===== src/hdl/abc_pkg.sv =====
// Package of constants and carrier types for the converter host controller
`default_nettype none
package abc_pkg;
    // Clock rate in kHz, times in ns
    localparam int CLK_KHZ = 40000;
    localparam int BLANK_MIN_NS = 2000;
    localparam int DONE_RISE_NS = 1500;
    localparam int DATA_VALID_NS = 500;
    localparam int CONV_MAX_NS = 40000;
    // Cycle counts: least times round up, longest round down
    localparam int BLANK_MIN_CYC = (BLANK_MIN_NS * CLK_KHZ + 999999) / 1000000;
    localparam int DATA_VALID_CYC =
        (DATA_VALID_NS * CLK_KHZ + 999999) / 1000000;
    localparam int CONV_MAX_CYC = (CONV_MAX_NS * CLK_KHZ) / 1000000;
    localparam int TIMEOUT_CYC = CONV_MAX_CYC + 2 * BLANK_MIN_CYC;
    // Converter count and status groups
    localparam int NUM_CONV = 10;
    localparam int NUM_GROUPS = 2;
    localparam int GROUP_SPLIT = 5;
    localparam int DATA_W = 8;
    localparam int CNT_W = 12;
    localparam logic [3:0] SEL_RESET = 4'h0;
    localparam logic [NUM_CONV-1:0] CTRL_RESET = 10'h3ff;
    // Request from user side
    typedef struct packed {
        logic start;
        logic [3:0] sel;
    } abc_req_t;
    // Answer to user side
    typedef struct packed {
        logic done;
        logic timeout;
        logic [3:0] sel;
        logic [DATA_W-1:0] data;
    } abc_rsp_t;
endpackage
`default_nettype wire


===== src/hdl/abc_sync.sv =====
// Three-flop synchroniser with agreement on the last two stages
`default_nettype none
module abc_sync
    import abc_pkg::*;
#(
    parameter int W = 1
) (
    // Clock and reset
    input wire logic clk_sys,
    input wire logic arst_n,
    // Data
    input wire logic [W-1:0] din,
    output logic [W-1:0] dout
);
    logic [W-1:0] s1, s2, s3;
    logic [W-1:0] next_dout;

    // Accept a bit only when the last two stages agree
    always_comb begin
        for (int i = 0; i < W; i++) begin
            next_dout[i] = (s2[i] == s3[i]) ? s3[i] : dout[i];
        end
    end

    // Shift stages
    always_ff @(posedge clk_sys or negedge arst_n) begin
        if (!arst_n) begin
            s1 <= '0;
            s2 <= '0;
            s3 <= '0;
            dout <= '0;
        end else begin
            s1 <= din;
            s2 <= s1;
            s3 <= s2;
            dout <= next_dout;
        end
    end
endmodule
`default_nettype wire


===== src/hdl/abc_host.sv =====
// Host controller multiplexing ten blank-and-convert converters
//
// How it works
// - Sample-hold gate keeps hold until conversion_done_n falls.
// - Start pulse held until conversion_done_n rises, then line drops.
// - Result sampled from the shared bus only while read is enabled.
// - Completion is polled from the buffered conversion_done_n status.
// - At most one converter has its control line low at once.
// - Next start raises the old line at once; the new line drops only after the blank and the status rise.
// - Status read from two wire-ORed groups, one input each.
// - Every high blank pulse lasts at least 2 us.
`default_nettype none
module abc_host
    import abc_pkg::*;
(
    // Clock and reset
    input wire logic clk_sys,
    input wire logic arst_n,
    // User request and answer
    input wire abc_req_t req,
    output abc_rsp_t rsp,
    output logic busy,
    // Converter control lines, high blanks
    output logic [NUM_CONV-1:0] blank_convert,
    // Sample-hold control, high holds
    output logic sha_hold,
    // Grouped wire-ORed status pins
    input wire logic [NUM_GROUPS-1:0] conversion_done_n,
    // Shared converter data bus
    input wire logic [DATA_W-1:0] conv_data
);
    typedef enum logic [2:0] {
        ST_IDLE, ST_BLANK, ST_WAIT_RISE, ST_CONVERT, ST_SETTLE
    } abc_state_t;

    // Status group of a given converter
    function automatic logic grp_of(input logic [3:0] s);
        return (s >= 4'(GROUP_SPLIT));
    endfunction

    logic [NUM_GROUPS-1:0] done_sync;
    logic [DATA_W-1:0] data_sync;
    abc_state_t state, next_state;
    logic [CNT_W-1:0] cnt, next_cnt;
    logic [3:0] cur, next_cur;
    logic [NUM_CONV-1:0] next_blank_convert;
    logic next_sha_hold, next_busy;
    abc_rsp_t next_rsp;
    logic grp_done_n;
    // One-cycle strobes from the sequencer to the output groups
    logic take, drop_line, conv_end, capture, timed_out;

    // Status and data come from another domain
    abc_sync #(.W(NUM_GROUPS)) u_sync_done (
        .clk_sys(clk_sys),
        .arst_n(arst_n),
        .din(conversion_done_n),
        .dout(done_sync)
    );
    abc_sync #(.W(DATA_W)) u_sync_data (
        .clk_sys(clk_sys),
        .arst_n(arst_n),
        .din(conv_data),
        .dout(data_sync)
    );

    // Poll status of the selected converter's group
    assign grp_done_n = done_sync[grp_of(cur)];

    // Sequencer: phase, phase counter and selected converter
    always_comb begin
        next_state = state;
        next_cnt = cnt;
        next_cur = cur;
        // Strobes default low
        take = 1'b0;
        drop_line = 1'b0;
        conv_end = 1'b0;
        capture = 1'b0;
        timed_out = 1'b0;
        case (state)
            ST_IDLE: begin
                // Out-of-range selects are refused silently
                if (req.start && req.sel < 4'(NUM_CONV)) begin
                    take = 1'b1;
                    next_cur = req.sel;
                    next_cnt = '0;
                    next_state = ST_BLANK;
                end
            end
            ST_BLANK: begin
                // Hold blank long enough to clear or restart
                next_cnt = cnt + 1'b1;
                if (cnt >= CNT_W'(BLANK_MIN_CYC - 1)) begin
                    next_cnt = '0;
                    next_state = ST_WAIT_RISE;
                end
            end
            ST_WAIT_RISE: begin
                // Wait for status high, then start conversion
                next_cnt = cnt + 1'b1;
                if (grp_done_n) begin
                    drop_line = 1'b1;
                    next_cnt = '0;
                    next_state = ST_CONVERT;
                end else if (cnt >= CNT_W'(TIMEOUT_CYC)) begin
                    timed_out = 1'b1;
                    next_state = ST_IDLE;
                end
            end
            ST_CONVERT: begin
                // Hold until status falls, then release hold
                next_cnt = cnt + 1'b1;
                if (!grp_done_n) begin
                    conv_end = 1'b1;
                    next_cnt = '0;
                    next_state = ST_SETTLE;
                end else if (cnt >= CNT_W'(TIMEOUT_CYC)) begin
                    timed_out = 1'b1;
                    next_state = ST_IDLE;
                end
            end
            ST_SETTLE: begin
                // Let data go active, then capture it
                next_cnt = cnt + 1'b1;
                if (cnt >= CNT_W'(DATA_VALID_CYC + 3)) begin
                    capture = 1'b1;
                    next_state = ST_IDLE;
                end
            end
            default: begin
                next_state = ST_IDLE;
            end
        endcase
    end

    // Sequencer registers
    always_ff @(posedge clk_sys or negedge arst_n) begin
        if (!arst_n) begin
            state <= ST_IDLE;
            cnt <= '0;
            cur <= SEL_RESET;
        end else begin
            state <= next_state;
            cnt <= next_cnt;
            cur <= next_cur;
        end
    end

    // Each line blanks on a take and drops when chosen to convert
    // A line only changes on a take or on its own drop strobe
    for (genvar g = 0; g < NUM_CONV; g++) begin : g_line
        assign next_blank_convert[g] = take ? 1'b1 :
            (drop_line && cur == 4'(g)) ? 1'b0 : blank_convert[g];
    end

    // Sample-hold holds from the line drop until the conversion ends
    always_comb begin
        next_sha_hold = sha_hold;
        // Released at the end, on a timeout and on a new take
        if (take || conv_end || timed_out) begin
            next_sha_hold = 1'b0;
        end else if (drop_line) begin
            next_sha_hold = 1'b1;
        end
    end

    // Control line registers
    always_ff @(posedge clk_sys or negedge arst_n) begin
        if (!arst_n) begin
            blank_convert <= CTRL_RESET;
            sha_hold <= 1'b0;
        end else begin
            blank_convert <= next_blank_convert;
            sha_hold <= next_sha_hold;
        end
    end

    // Answer: busy level, held result and one-cycle pulses
    always_comb begin
        next_busy = busy;
        next_rsp = rsp;
        next_rsp.done = 1'b0;
        next_rsp.timeout = 1'b0;
        if (take) begin
            next_busy = 1'b1;
        end else if (capture) begin
            next_rsp.data = data_sync;
            next_rsp.sel = cur;
            next_rsp.done = 1'b1;
            next_busy = 1'b0;
        end else if (timed_out) begin
            next_rsp.timeout = 1'b1;
            next_busy = 1'b0;
        end
    end

    // Answer registers
    always_ff @(posedge clk_sys or negedge arst_n) begin
        if (!arst_n) begin
            busy <= 1'b0;
            rsp <= '0;
        end else begin
            busy <= next_busy;
            rsp <= next_rsp;
        end
    end
endmodule
`default_nettype wire


===== config.mk =====
export PLATFORM = sky130hd
export DESIGN_NAME = abc_host
export DESIGN_NICKNAME = d
export VERILOG_FILES = /design/src/hdl/abc_pkg.sv /design/src/hdl/abc_sync.sv /design/src/hdl/abc_host.sv
export SDC_FILE = /design/constraint.sdc
export NUM_CORES = 1
export LEC_CHECK = 0
export BUFFER_PORTS_ARGS = -buffer_cell sky130_fd_sc_hd__buf_2
export CAP_MARGIN = 15
export CORE_MARGIN = 2
export CORE_UTILIZATION = 56
export CTS_CLUSTER_SIZE = 25
export DETAILED_ROUTE_END_ITERATION = 6
export PLACE_DENSITY = 0.88
export SYNTH_ARGS = -nofsm -noshare
export SYNTH_HDL_FRONTEND = slang
export SYNTH_SLANG_ARGS = --single-unit

===== constraint.sdc =====
create_clock -name clk_sys -period 2.4 [get_ports clk_sys]
set_input_delay 0.48 -clock clk_sys [delete_from_list [all_inputs] [get_ports clk_sys]]
set_output_delay 0.48 -clock clk_sys [all_outputs]
set_load 0.1 [all_outputs]

=== Yosys cells after proc, flatten, opt, wreduce, memory -nomap -nowiden ===
Index checks and enable logic that the tools add are counted.

* Shift-type cells: 0
* Muxes and demuxes: 56
* Div/mod/pow operators: 0
* Equality and inequality tests: 26
* Add/subtract/negate cells: 1
* Bitwise gates (word level): 1
* Magnitude comparators: 6
* Multiply operators: 0
* Reductions and logical operators: 32

{| class="wikitable"
|+ Operators with widths
! operator !! number
|-
| $mux W12 || 5
|-
| $pmux W12 S5 || 1
|-
| $mux W1 || 41
|-
| $reduce_bool A2 Y1 || 11
|-
| $mux W3 || 6
|-
| $eq A4 B3 Y1 const B || 4
|-
| $pmux W3 S5 || 1
|-
| $mux W14 || 1
|-
| $add A12 B1 Y12 const B || 1
|-
| $ge A12 B11 Y1 const B || 1
|-
| $ge A12 B5 Y1 const B || 1
|-
| $ge A12 B7 Y1 const B || 1
|-
| $logic_and A1 B1 Y1 || 11
|-
| $eq A1 B1 Y1 || 10
|-
| $eq A4 B2 Y1 const B || 2
|-
| $eq A4 B4 Y1 const B || 2
|-
| $eq A3 B2 Y1 const B || 2
|-
| $ne A2 B2 Y1 const B || 3
|-
| $reduce_and A2 Y1 || 3
|-
| $reduce_bool A5 Y1 || 1
|-
| $eq A4 B1 Y1 const B || 1
|-
| $ge A4 B3 Y1 const B || 1
|-
| $logic_not A4 Y1 || 1
|-
| $lt A4 B4 Y1 const B || 1
|-
| 9 further kinds || 10
|}

* Memories kept: 0
* Bits in latches: 0
* Memory bits (read-only): 0
* Word-level logic and storage cells: 157
* Output and inout bits: 26
* Bits in registers: 85
* RAM bits: 0

=== Logic depth before layout (Yosys ltp) ===
Gate-level depths: netlist of the first run.

* Depth after elaboration: 8
* Depth in mapped cells: 7
* Gate-level depth less buffers: 6

=== Hierarchy ===
A second synthesis of the first run with hierarchy kept.

* Cells, all modules: 259
* Area total of the unflattened synthesis: 3246.9 um^2

{| class="wikitable"
|+ By module, submodules not included
! module !! area each (um^2) !! cells each !! instances
|-
| abc_host || 2133.3 || 209 || 1
|-
| abc_sync (u_sync_data) || 890.9 || 40 || 1
|-
| abc_sync (u_sync_done) || 222.7 || 10 || 1
|}

=== Worst setup path before layout of the first run ===
No wires, ideal clock.

* Path kind: reg2reg
* From: register cur[1]
* To: register busy
* Stages on the path, launching flop included: 6
* Path slack: 0.374 ns
* Buffers on the path: 0
* Arrival time: 1.906 ns
* Cells stage by stage: dfrtp_1 o211a_1 a311oi_4 mux2i_1 nand2_1 a31o_2

* Word-level cells in the longest chain between the ends: 6

{| class="wikitable"
|+ Ends and longest elaborated chain
! element !! RTL line !! text
|-
| start, declared || abc_host.sv:45 || <nowiki>logic [3:0] cur, next_cur;</nowiki>
|-
| start signal, assigned || abc_host.sv:146 || <nowiki>cur <= next_cur;</nowiki>
|-
| $ge A4 B3 Y1 (*) || abc_host.sv:38 || <nowiki>return (s >= 4'(GROUP_SPLIT));</nowiki>
|-
| $mux W1 (not written as such) (*) (2 in series) || abc_host.sv:68 || <nowiki>assign grp_done_n = done_sync[grp_of(cur)];</nowiki>
|-
| $mux W1, on equally long branches || abc_host.sv:114, abc_host.sv:102 ||
|-
| $pmux W1 S2 (*) || abc_host.sv:81 || <nowiki>case (state)</nowiki>
|-
| $reduce_bool A3 Y1 (no line) (*) || - ||
|-
| end signal, assigned || abc_host.sv:204 || <nowiki>busy <= next_busy;</nowiki>
|-
| end, declared || abc_host.sv:22 || <nowiki>output logic busy,</nowiki>
|}

Mark *: on every way between the ends. The rest lies on a longest branch, timed or not. The select of a mux whose other input is x is not followed.
A chain may end at the register's enable or synchronous reset.

=== Worst setup path in the final report of the first run ===
* From: register cur[0]
* To: register busy

Same word-level chain as after synthesis.

==> results of run 1 <==
cell families after synthesis:
kind of cell,count (synthesis),share of synthesized area [%]
AO/OA/AOI/OAI,45,10.3
AND/OR/NAND/NOR,79,11.5
adder cells (fa/ha/maj),13,4.09
XOR/XNOR,4,1.06
buffers and inverters,23,3.22
multiplexers,15,5.04
flip-flops,85,64.8
worst max path at each step:
stage / end / slack (ns)
after floorplan: busy / 0.37
after global placement: busy / 0.33
after detailed placement: cnt[2] / 0.25
after CTS: busy / 0.24
after global routing: cnt[4] / 0.16
final: busy / 0.24
flip-flops by register name, summed over array words and instances (netlist names), 2 cells and up:
| signal | cells |
|---|---|
| rsp | 14 |
| cnt | 12 |
| blank_convert | 10 |
| u_sync_data.dout | 8 |
| u_sync_data.s1 | 8 |
| u_sync_data.s2 | 8 |
| u_sync_data.s3 | 8 |
| cur | 4 |
| state | 3 |
| u_sync_done.dout | 2 |
| u_sync_done.s1 | 2 |
| u_sync_done.s2 | 2 |
| u_sync_done.s3 | 2 |
critical path, stage by stage (launching register included):
cell and delay, ns:
dfrtp_1 0.51, o211a_1 0.29, a311oi_4 0.47, mux2i_1 0.26
buf_4 0.18, nand2_1 0.09, a31o_2 0.26
through the flow:
stage | hold slack, ns | area [um2] | std cells | worst slack, ns
after floorplan | 0.184 | 3300 | 264 | 0.374
after global placement | 0.332 | 3610 | 374 | 0.331
after detailed placement | 0.335 | 3610 | 374 | 0.246
after CTS | 0.0956 | 3810 | 390 | 0.242
after global routing | 0.107 | 3810 | 390 | 0.156
final | 0.0885 | 3810 | 390 | 0.245
per-layer routing:
metal	GRT usage (%)	up-vias
met5	0	-
met4	12.0	0
met3	4.22	15
met2	33.0	68
met1	26.5	1072
li1	-	1020
report_power, final:
| part | switching, mW | internal (mW) |
|---|---|---|
| sequential | 0.249 | 1.70 |
| clock | 0.533 | 0.496 |
| combinational | 1.32 | 0.430 |
| total | 2.10 | 2.63 |
cell usage in the layout, fill, tap and decap left out, types with 6 or more instances in the layout:
| cell type | instances |
|---|---|
| a31oi_1 | 7 |
| buf_2 | 41 |
| buf_4 | 6 |
| clkbuf_8 | 9 |
| dfrtp_1 | 75 |
| dfstp_2 | 10 |
| inv_1 | 13 |
| maj3_1 | 11 |
| mux2_2 | 13 |
| nand2_1 | 23 |
| nor2_1 | 24 |
| nor3_1 | 8 |
| o21ai_0 | 11 |
layout make-up:
cell class	count	area, um2	area share (%)
tap	72	90.1	2.37
multi-input combinational	156	1060	27.8
sequential	85	2140	56.2
inverter	13	48.8	1.28
clock inverter	7	78.8	2.07
timing repair buffer	48	270	7.10
clock buffer	9	124	3.25
==> impl_metrics.toml, run 1 <==
[setup_path]
critical_path.reg2reg.endpoint = "busy"
end_kind = "register"
worstPathMaxFanout = 11
r2r.worst_path.cells = 6
setup.worst_path.class = "reg -> reg"
r2r_setup_slack_ns = 0.24
startpoint_type = "register"
r2r_start = "cur[0]"
cp-startpoint = "cur[0]"
crit_required_ns = 2.66
arrival_ns = 2.41

[timing]
timing_hold_violations_final = 0
period_minus_slack_ns = 2.16
rsz0062_at_grt = "no"
achievable-frequency_mhz = 464
count_of_pins_over_their_slew_limit = 0
normalized_max_slew_margin_pct = 62.6
fin_crit_sh_pct = 89.8
finClkSkew_ns = 0.00865
tightest_slew_ns = 0.558
setup_viol = 0
setup_total_negative_slack_ns = 0

[clock_network]
clock_latency_ns = 0.36
post_cts_sizing_count = 0
cts_tree = "built"
cts-hold-fix-buffers = 0
root_buffer = "clkbuf_8"
clock_sink_count = 85
cts_buffers = 9
post-cts-setup-buffer-count = 0
clk_pin_slew_worst_paths_ns = 0.09
clockBufferDepth = 2
cts-htree-levels = 3

[route]
totalWireLength_um = 6080
met1_length_um = 2640
detailroute.wirelength.met2_um = 3040
met3WireLength_um = 272
drt_pass1_iterations = 5
drt_iter0_drc = 146
route.detailed.drc = 0
wl_per_cell_um = 15.6
route.antenna.remaining_nets = 0
num_vias = 2175
highest-signal-layer = "met4"
via_per_inst = 5.58

[global_route]
global_route.overflow_total = 0
globalRouteTotalUtil_pct = 20.7
initial_antenna_violation_count = 0
first_global_vias = 2181
grt_first_pass_wirelength_um = 10200
grt_max_degree = 47

[die]
start_util_pct = 58.9
placementRows = 27
die-area_um2 = 6530
floorplan_die_width_um = 80.8
overall_die_height_um = 80.8
design.core.area_um2 = 5610
io-pin-count = 43

[logic_synthesis]
synth_async_sr_flop_share_pct = 100
netlist_area_um2 = 3300
synth_most_common_cell = "dfrtp_1"
ys_top_cells_by_area = "dfrtp_1, dfstp_2, mux2_2"
seq_area_frac_synth_pct = 64.8
synth.net_count = 283
netlist.area_leader.share_pct = 56.8
netlist_instances = 264
synth_top_flop_cell = "dfrtp_1"
syn-mean-instance-area_um2 = 12.5
synth-edff-count = 0
synth.yosys.warnings = 0
synth_largest_area_cell = "dfrtp_1"
synth.ff_latch_count = 85
synth_top_cells_by_count = "dfrtp_1, nor2_1, nand2_1"
post_synth_num_cell_types = 52

[cells_and_area]
area.growth.synth_to_final_pct = 15.3
layout.nets = 332
utilization_pct = 67.9
diodes = 0
n_fill_cell = 411
drive_above_1_share_pct = 31.1

[pwr]
power_density_nw_per_um2 = 1240
ir_drop_mv = 1.04
power.leakage_nw = 1.74
total_power_mw = 4.72

[placement]
final_replace_weighted_congestion = 0.924
place_hpwl_um = 4330
place.port_buffers = 42

[run_status]
run_status = "finished clean"

[worst_hold_path]
worst_hold_path_type = "in -> async"

[flow_run]
timing.max_cap.violations = 0
Note: power is estimated with default switching activity, not from simulation.
==> run 2, diff against run 1 <==
Settings changed: ABC_AREA set to 1, CORE_UTILIZATION 56 to 57, PLACE_DENSITY 0.88 to 0.89.
==> run 2 against run 1 <==
  * Worst hold slack improved by 0.033 ns
  * Largest cell class unchanged
  * Clock power rose by 11%
  * Cell count rose by 27%
  * Clock skew fell by 0.0018 ns
  * Synthesized area rose by 4.4%
  * Utilization fell by 0.10 points
  * Synthesized cell count rose by 38%
  * Sequential cell count did not move
  * Via count rose by 21%
  * Final area rose by 4.8%
  * Wire length rose by 13%
  * First-iteration DRC count rose by 47%
==> impl_metrics.toml, run 2 <==
[logic_synthesis]
synth_top_cells_by_count = "nand2_1, dfrtp_1, nor2_1"
post_synth_num_cell_types = 26
netlist_area_um2 = 3450
synth.net_count = 382
syn-mean-instance-area_um2 = 9.50
ys_top_cells_by_area = "dfrtp_1, nand2_1, dfstp_2"
seq_area_frac_synth_pct = 62.0
synth-edff-count = 0
netlist_instances = 363
synth.ff_latch_count = 85
netlist.area_leader.share_pct = 54.4
synth_largest_area_cell = "dfrtp_1"
synth.yosys.warnings = 0
synth_async_sr_flop_share_pct = 100
synth_most_common_cell = "nand2_1"
synth_top_flop_cell = "dfrtp_1"

[cells_and_area]
layout.cells.most_common = "nand2_1"
regMostFlops = "rsp"
area.growth.synth_to_final_pct = 15.7
mostFrequentLayoutCells = "nand2_1, dfrtp_1, buf_2"
layout.nets = 434
n_fill_cell = 437
layout_top_registers = "rsp x14, cnt x12, blank_convert x10"
utilization_pct = 67.8
diodes = 0
max_ffs_per_register = 14
drive_above_1_share_pct = 22.4

[timing]
rsz0062_at_grt = "no"
achievable-frequency_mhz = 552
period_minus_slack_ns = 1.81
setup_viol = 0
finClkSkew_ns = 0.00685
timing_hold_violations_final = 0
setup_total_negative_slack_ns = 0
count_of_pins_over_their_slew_limit = 0
fin_crit_sh_pct = 75.5
whs_ns = 0.121
normalized_max_slew_margin_pct = 66.8
tightest_slew_ns = 0.501

[die]
overall_die_height_um = 81.8
die-area_um2 = 6690
floorplan_die_width_um = 81.8
start_util_pct = 58.6
io-pin-count = 43
design.core.area_um2 = 5890
placementRows = 28

[clock_network]
clock_latency_ns = 0.36
clk_pin_slew_worst_paths_ns = 0.09
cts-htree-levels = 3
cts_buffers = 9
cts_tree = "built"
post-cts-setup-buffer-count = 0
cts-hold-fix-buffers = 0
clock_sink_count = 85
clockBufferDepth = 2
post_cts_sizing_count = 0
root_buffer = "clkbuf_8"

[route]
drt_iter0_drc = 215
drt_pass1_iterations = 6
route.detailed.drc = 0
via_per_inst = 5.30
wl_per_cell_um = 13.9
route.antenna.remaining_nets = 0
num_vias = 2625
totalWireLength_um = 6880

[setup_path]
end_kind = "output pin"
r2r.worst_path.cells = 8
critical_path_depth = 1
worstPathCellList = "buf_2"
critPathTopFamily = "flip-flops"
crit_required_ns = 1.92
r2r_start = "cnt[0]"
critical_path.slowest_cell = "dfstp_2"
startpoint_type = "register"
worstPathMaxFanout = 2
number_of_buffer_and_inverter_instances_along_the_worst_setup_path = 1
setup.worst_path.class = "reg -> out"
cp-startpoint = "blank_convert[3]"
arrival_ns = 1.33
max_incr_delay_on_cp_ns = 0.54

[pwr]
power.leakage_nw = 2.03
ir_drop_mv = 0.669
total_power_mw = 3.80
power_density_nw_per_um2 = 951

[placement]
final_replace_weighted_congestion = 0.843
place.port_buffers = 42
place_hpwl_um = 4720

[flow_run]
timing.max_cap.violations = 0

[global_route]
grt_first_pass_wirelength_um = 11400
globalRouteTotalUtil_pct = 23.0
global_route.overflow_total = 0
first_global_vias = 2426
initial_antenna_violation_count = 0
grt_max_degree = 86

[worst_hold_path]
worst_hold_path_type = "in -> async"

[run_status]
run_status = "finished clean"
run 2: cell count changes after synthesis, sizes merged, moves of 4 or more:
cell   delta
nor2     +13
inv      +23
nand4     +4
o21ai    +10
buf       -5
o22ai     -4
mux2     -13
nand3    +27
nor4      -4
a31oi     -7
nand2    +90
nor3      -5
run 2: final timing paths:
kind | end | slack, ns
setup / recovery | blank_convert[3] | 0.59
hold / removal | u_sync_data.s3[4] | 0.12
setup reg to reg | cnt[8] | 0.68
hold reg to reg | u_sync_data.s2[6] | 0.36
max in group asynchronous | blank_convert[2] | 1.91
min in group clk_sys | u_sync_data.s1[0] | 0.22
run 2: metal layers:
layer  up-vias  global-route usage (%)  wire (um)
met3        16                    4.62        377
met4         0                    10.3        127
met2        89                    36.1       3320
li1       1265                       -          -
met1      1255                    31.2       3060
met5         -                       0          0
run 2: final cells by class:
cell class                      instances  area (um2)  area share [%]
Timing Repair Buffer                   44         240            6.02
Multi-Input combinational cell        239        1150            28.9
Sequential cell                        85        2140            53.6
Inverter                               36         135            3.39
Tap cell                               75        93.8            2.35
Clock buffer                            9         124            3.10
Clock inverter                          7         104            2.60
run 2: cells by family after synthesis:
kind of cell	Yosys count	synth area share, %
adder cells (fa/ha/maj)	12	3.63
flip-flops	85	62.0
AO/OA/AOI/OAI	30	4.50
AND/OR/NAND/NOR	194	24.6
XOR/XNOR	3	0.762
buffers and inverters	39	4.46
run 2: per-stage QoR:
stage	std cells	cell area, um2	setup slack (ns)
floorplan	363	3450	0.958
detailed placement	479	3760	0.648
CTS	495	3990	0.574
global route	495	3990	0.506
finish	495	3990	0.587
global placement	479	3760	0.695
run 2: where the power goes:
group / total [mW] / internal (mW) / switching, mW / leakage, nW
Combinational: 0.948 / 0.241 / 0.707 / 0.878
Sequential: 1.70 / 1.59 / 0.119 / 1.04
Clock: 1.14 / 0.602 / 0.542 / 0.114
==> run 3, diff against run 2 <==
Settings changed: CORE_UTILIZATION 57 to 51, PLACE_DENSITY 0.89 to 0.84.
Clock period 2.4 ns to 1.5 ns, I/O delays scaled along.
==> run 3 against run 2 <==
  * The run now ends with negative setup slack left
  * Clock power up 37%
  * Wire length up 30%
  * Utilization grew 4.4 points
  * Clock skew rose by 0.0015 ns
  * Sequential cell count is the same
  * Sequential power increased by 62%
  * Sequential share of layout area down 7.7 points
  * Global-route usage hardly changed
  * Worst setup slack got worse by 0.63 ns
  * Die area increased by 11%
  * Final area is 17% higher
  * Register-to-register slack got worse by 0.72 ns
  * Critical path type is now reg -> reg
  * Highest routed layer unchanged
==> impl_metrics.toml, run 3 (synthesis results as in run 2) <==
[cells_and_area]
multi_input_comb_area_um2 = 1330
n_fill_cell = 404
layout_top_registers = "rsp x14, cnt x12, blank_convert x10"
diodes = 0
utilization_pct = 72.3
ff_latch_area_um2 = 2140
layout.nets = 476
regMostFlops = "rsp"
finish.cell_count_without_fillers = 539
post-route-cell-area_um2 = 4670
drive_above_1_share_pct = 37.0
mostFrequentLayoutCells = "nand2_1, dfrtp_1, buf_4"
layout.cells.most_common = "nand2_1"
area.growth.synth_to_final_pct = 35.3
max_ffs_per_register = 14

[setup_path]
number_of_buffer_and_inverter_instances_along_the_worst_setup_path = 0
crit_required_ns = 1.76
arrival_ns = 1.80
worstPathCellList = "nor2_2 > nand2_1 > nand2_1 > nand2_2 > nand2_4 > nand2_2 > nand2_4 > nand2_4 > nand3_2 > nand2_1"
critical_path.slowest_cell = "dfrtp_1"
setup.worst_path.class = "reg -> reg"
worstPathMaxFanout = 5
startpoint_type = "register"
critPathTopFamily = "simple AND/OR/NAND/NOR gates"
end_kind = "register"
max_incr_delay_on_cp_ns = 0.42

[route]
via_per_inst = 5.42
totalWireLength_um = 8980
num_vias = 2920
met3WireLength_um = 579
detailroute.wirelength.met2_um = 4630
highest-signal-layer = "met4"
drt_pass1_iterations = 5
met1_length_um = 3360
drt_iter0_drc = 242
wl_per_cell_um = 16.7
route.antenna.remaining_nets = 0
route.detailed.drc = 0

[placement]
place.port_buffers = 42
final_replace_weighted_congestion = 0.920
placement.setup.worst_slack_ns = -0.0526
place_hpwl_um = 5590
placed_cells = 505
place_area_um2 = 4120

[timing]
setup_total_negative_slack_ns = -0.0787
period_minus_slack_ns = 1.54
finClkSkew_ns = 0.00838
rsz0062_at_grt = "yes"
fin_crit_sh_pct = 103
setup_viol = 3
tightest_slew_ns = 0.497
normalized_max_slew_margin_pct = 67.1
postLayoutSetupSlackWorst_ns = -0.0441
timing_hold_violations_final = 0
achievable-frequency_mhz = 648
whs_ns = 0.0295
count_of_pins_over_their_slew_limit = 0

[pwr]
sw_frac_of_total_pct = 38.7
cell_internal_pwr_mw = 4.10
total_power_mw = 6.69
power.leakage_nw = 2.37
ir_drop_mv = 1.01
share_comb_of_total_power_pct = 35.6
power.switching_mw = 2.59
power_density_nw_per_um2 = 1430
clock_power_share_pct = 23.4
power_frac_seq_pct = 41.0

[clock_network]
clk_pin_slew_worst_paths_ns = 0.09
cts-htree-levels = 3
cts_buffers = 9
cts_tree = "built"
root_buffer = "clkbuf_8"
clock_sink_count = 85
clock_latency_ns = 0.37
clockBufferDepth = 2

[run_status]
failed_checks = "negative setup slack"
run_status = "complete, but fails checks"

[global_route]
initial_antenna_violation_count = 0
global_route.overflow_total = 0
grt_first_pass_wirelength_um = 12900
globalRouteTotalUtil_pct = 23.0
first_global_vias = 2771
grt_max_degree = 31

[die]
overall_die_height_um = 86.2
floorplan_die_width_um = 86.2
io-pin-count = 43
design.core.area_um2 = 6460
placementRows = 29
die-area_um2 = 7430
start_util_pct = 53.4

[worst_hold_path]
worst_hold_path_type = "in -> reg"

[flow_run]
timing.max_cap.violations = 0
## run 3: cell count changes in the layout (fill, tap and decap cells not counted), moves of 3 or more
| cell | before | now |
|---|---|---|
| nand2_1 | 106 | 92 |
| nand3_2 | 1 | 7 |
| nor2_4 | 0 | 5 |
| nor2_1 | 34 | 28 |
| nand2_4 | 1 | 4 |
| buf_12 | 1 | 14 |
| buf_2 | 41 | 26 |
| buf_4 | 2 | 39 |
| clkbuf_4 | 0 | 4 |
| nand2_2 | 6 | 17 |
| nand3_1 | 30 | 23 |
## run 3: path summary, 6_finish.rpt
path | from | endpoint | slack (ns) | cells past startpoint
setup / recovery | cur[1] | busy | -0.04 | 10
hold / removal | conv_data[3] | u_sync_data.s1[3] | 0.03 | 1
setup reg to reg | cur[1] | busy | -0.04 | 10
hold reg to reg | u_sync_data.s1[4] | u_sync_data.s2[4] | 0.35 | 0
max in group asynchronous | arst_n | blank_convert[4] | 0.53 | 3
min in group asynchronous | arst_n | u_sync_data.s2[5] | 0.41 | 2
## run 3: layout make-up
cell class                 count  share of cell area, %
inverter                      36                   2.90
multi-input combinational    239                   28.6
sequential                    85                   45.9
tap                           77                   2.06
clock buffer                   9                   2.65
timing repair buffer          86                   16.5
clock inverter                 7                   1.45
## run 3: what timing repair did
action | 4_1_cts | 5_1_grt
gates resized for setup | 7 | 50
hold buffers | 1 | 0
buffers inserted | 3 | 14
endpoints found under the hold margin | 23 | 0
pin swaps | 3 | 17
cloned | 0 | 0
setup endpoints to repair | 17 | 42
## run 3: per-layer routing
| metal | up-vias | GRT usage [%] |
|---|---|---|
| li1 | 1349 | - |
| met1 | 1379 | 27.5 |
| met2 | 147 | 39.6 |
| met3 | 45 | 5.43 |
| met4 | 0 | 10.5 |
| met5 | - | 0 |
## run 3: power groups by stage
stage	logic (mW)	clock network [mW]	registers, mW
final	2.38	1.56	2.75
after global routing	2.52	1.68	2.76
after CTS	1.94	1.58	2.72
after detailed placement	1.86	0	2.76
after global placement	1.79	0	2.74
after floorplan	0.862	0	3.02
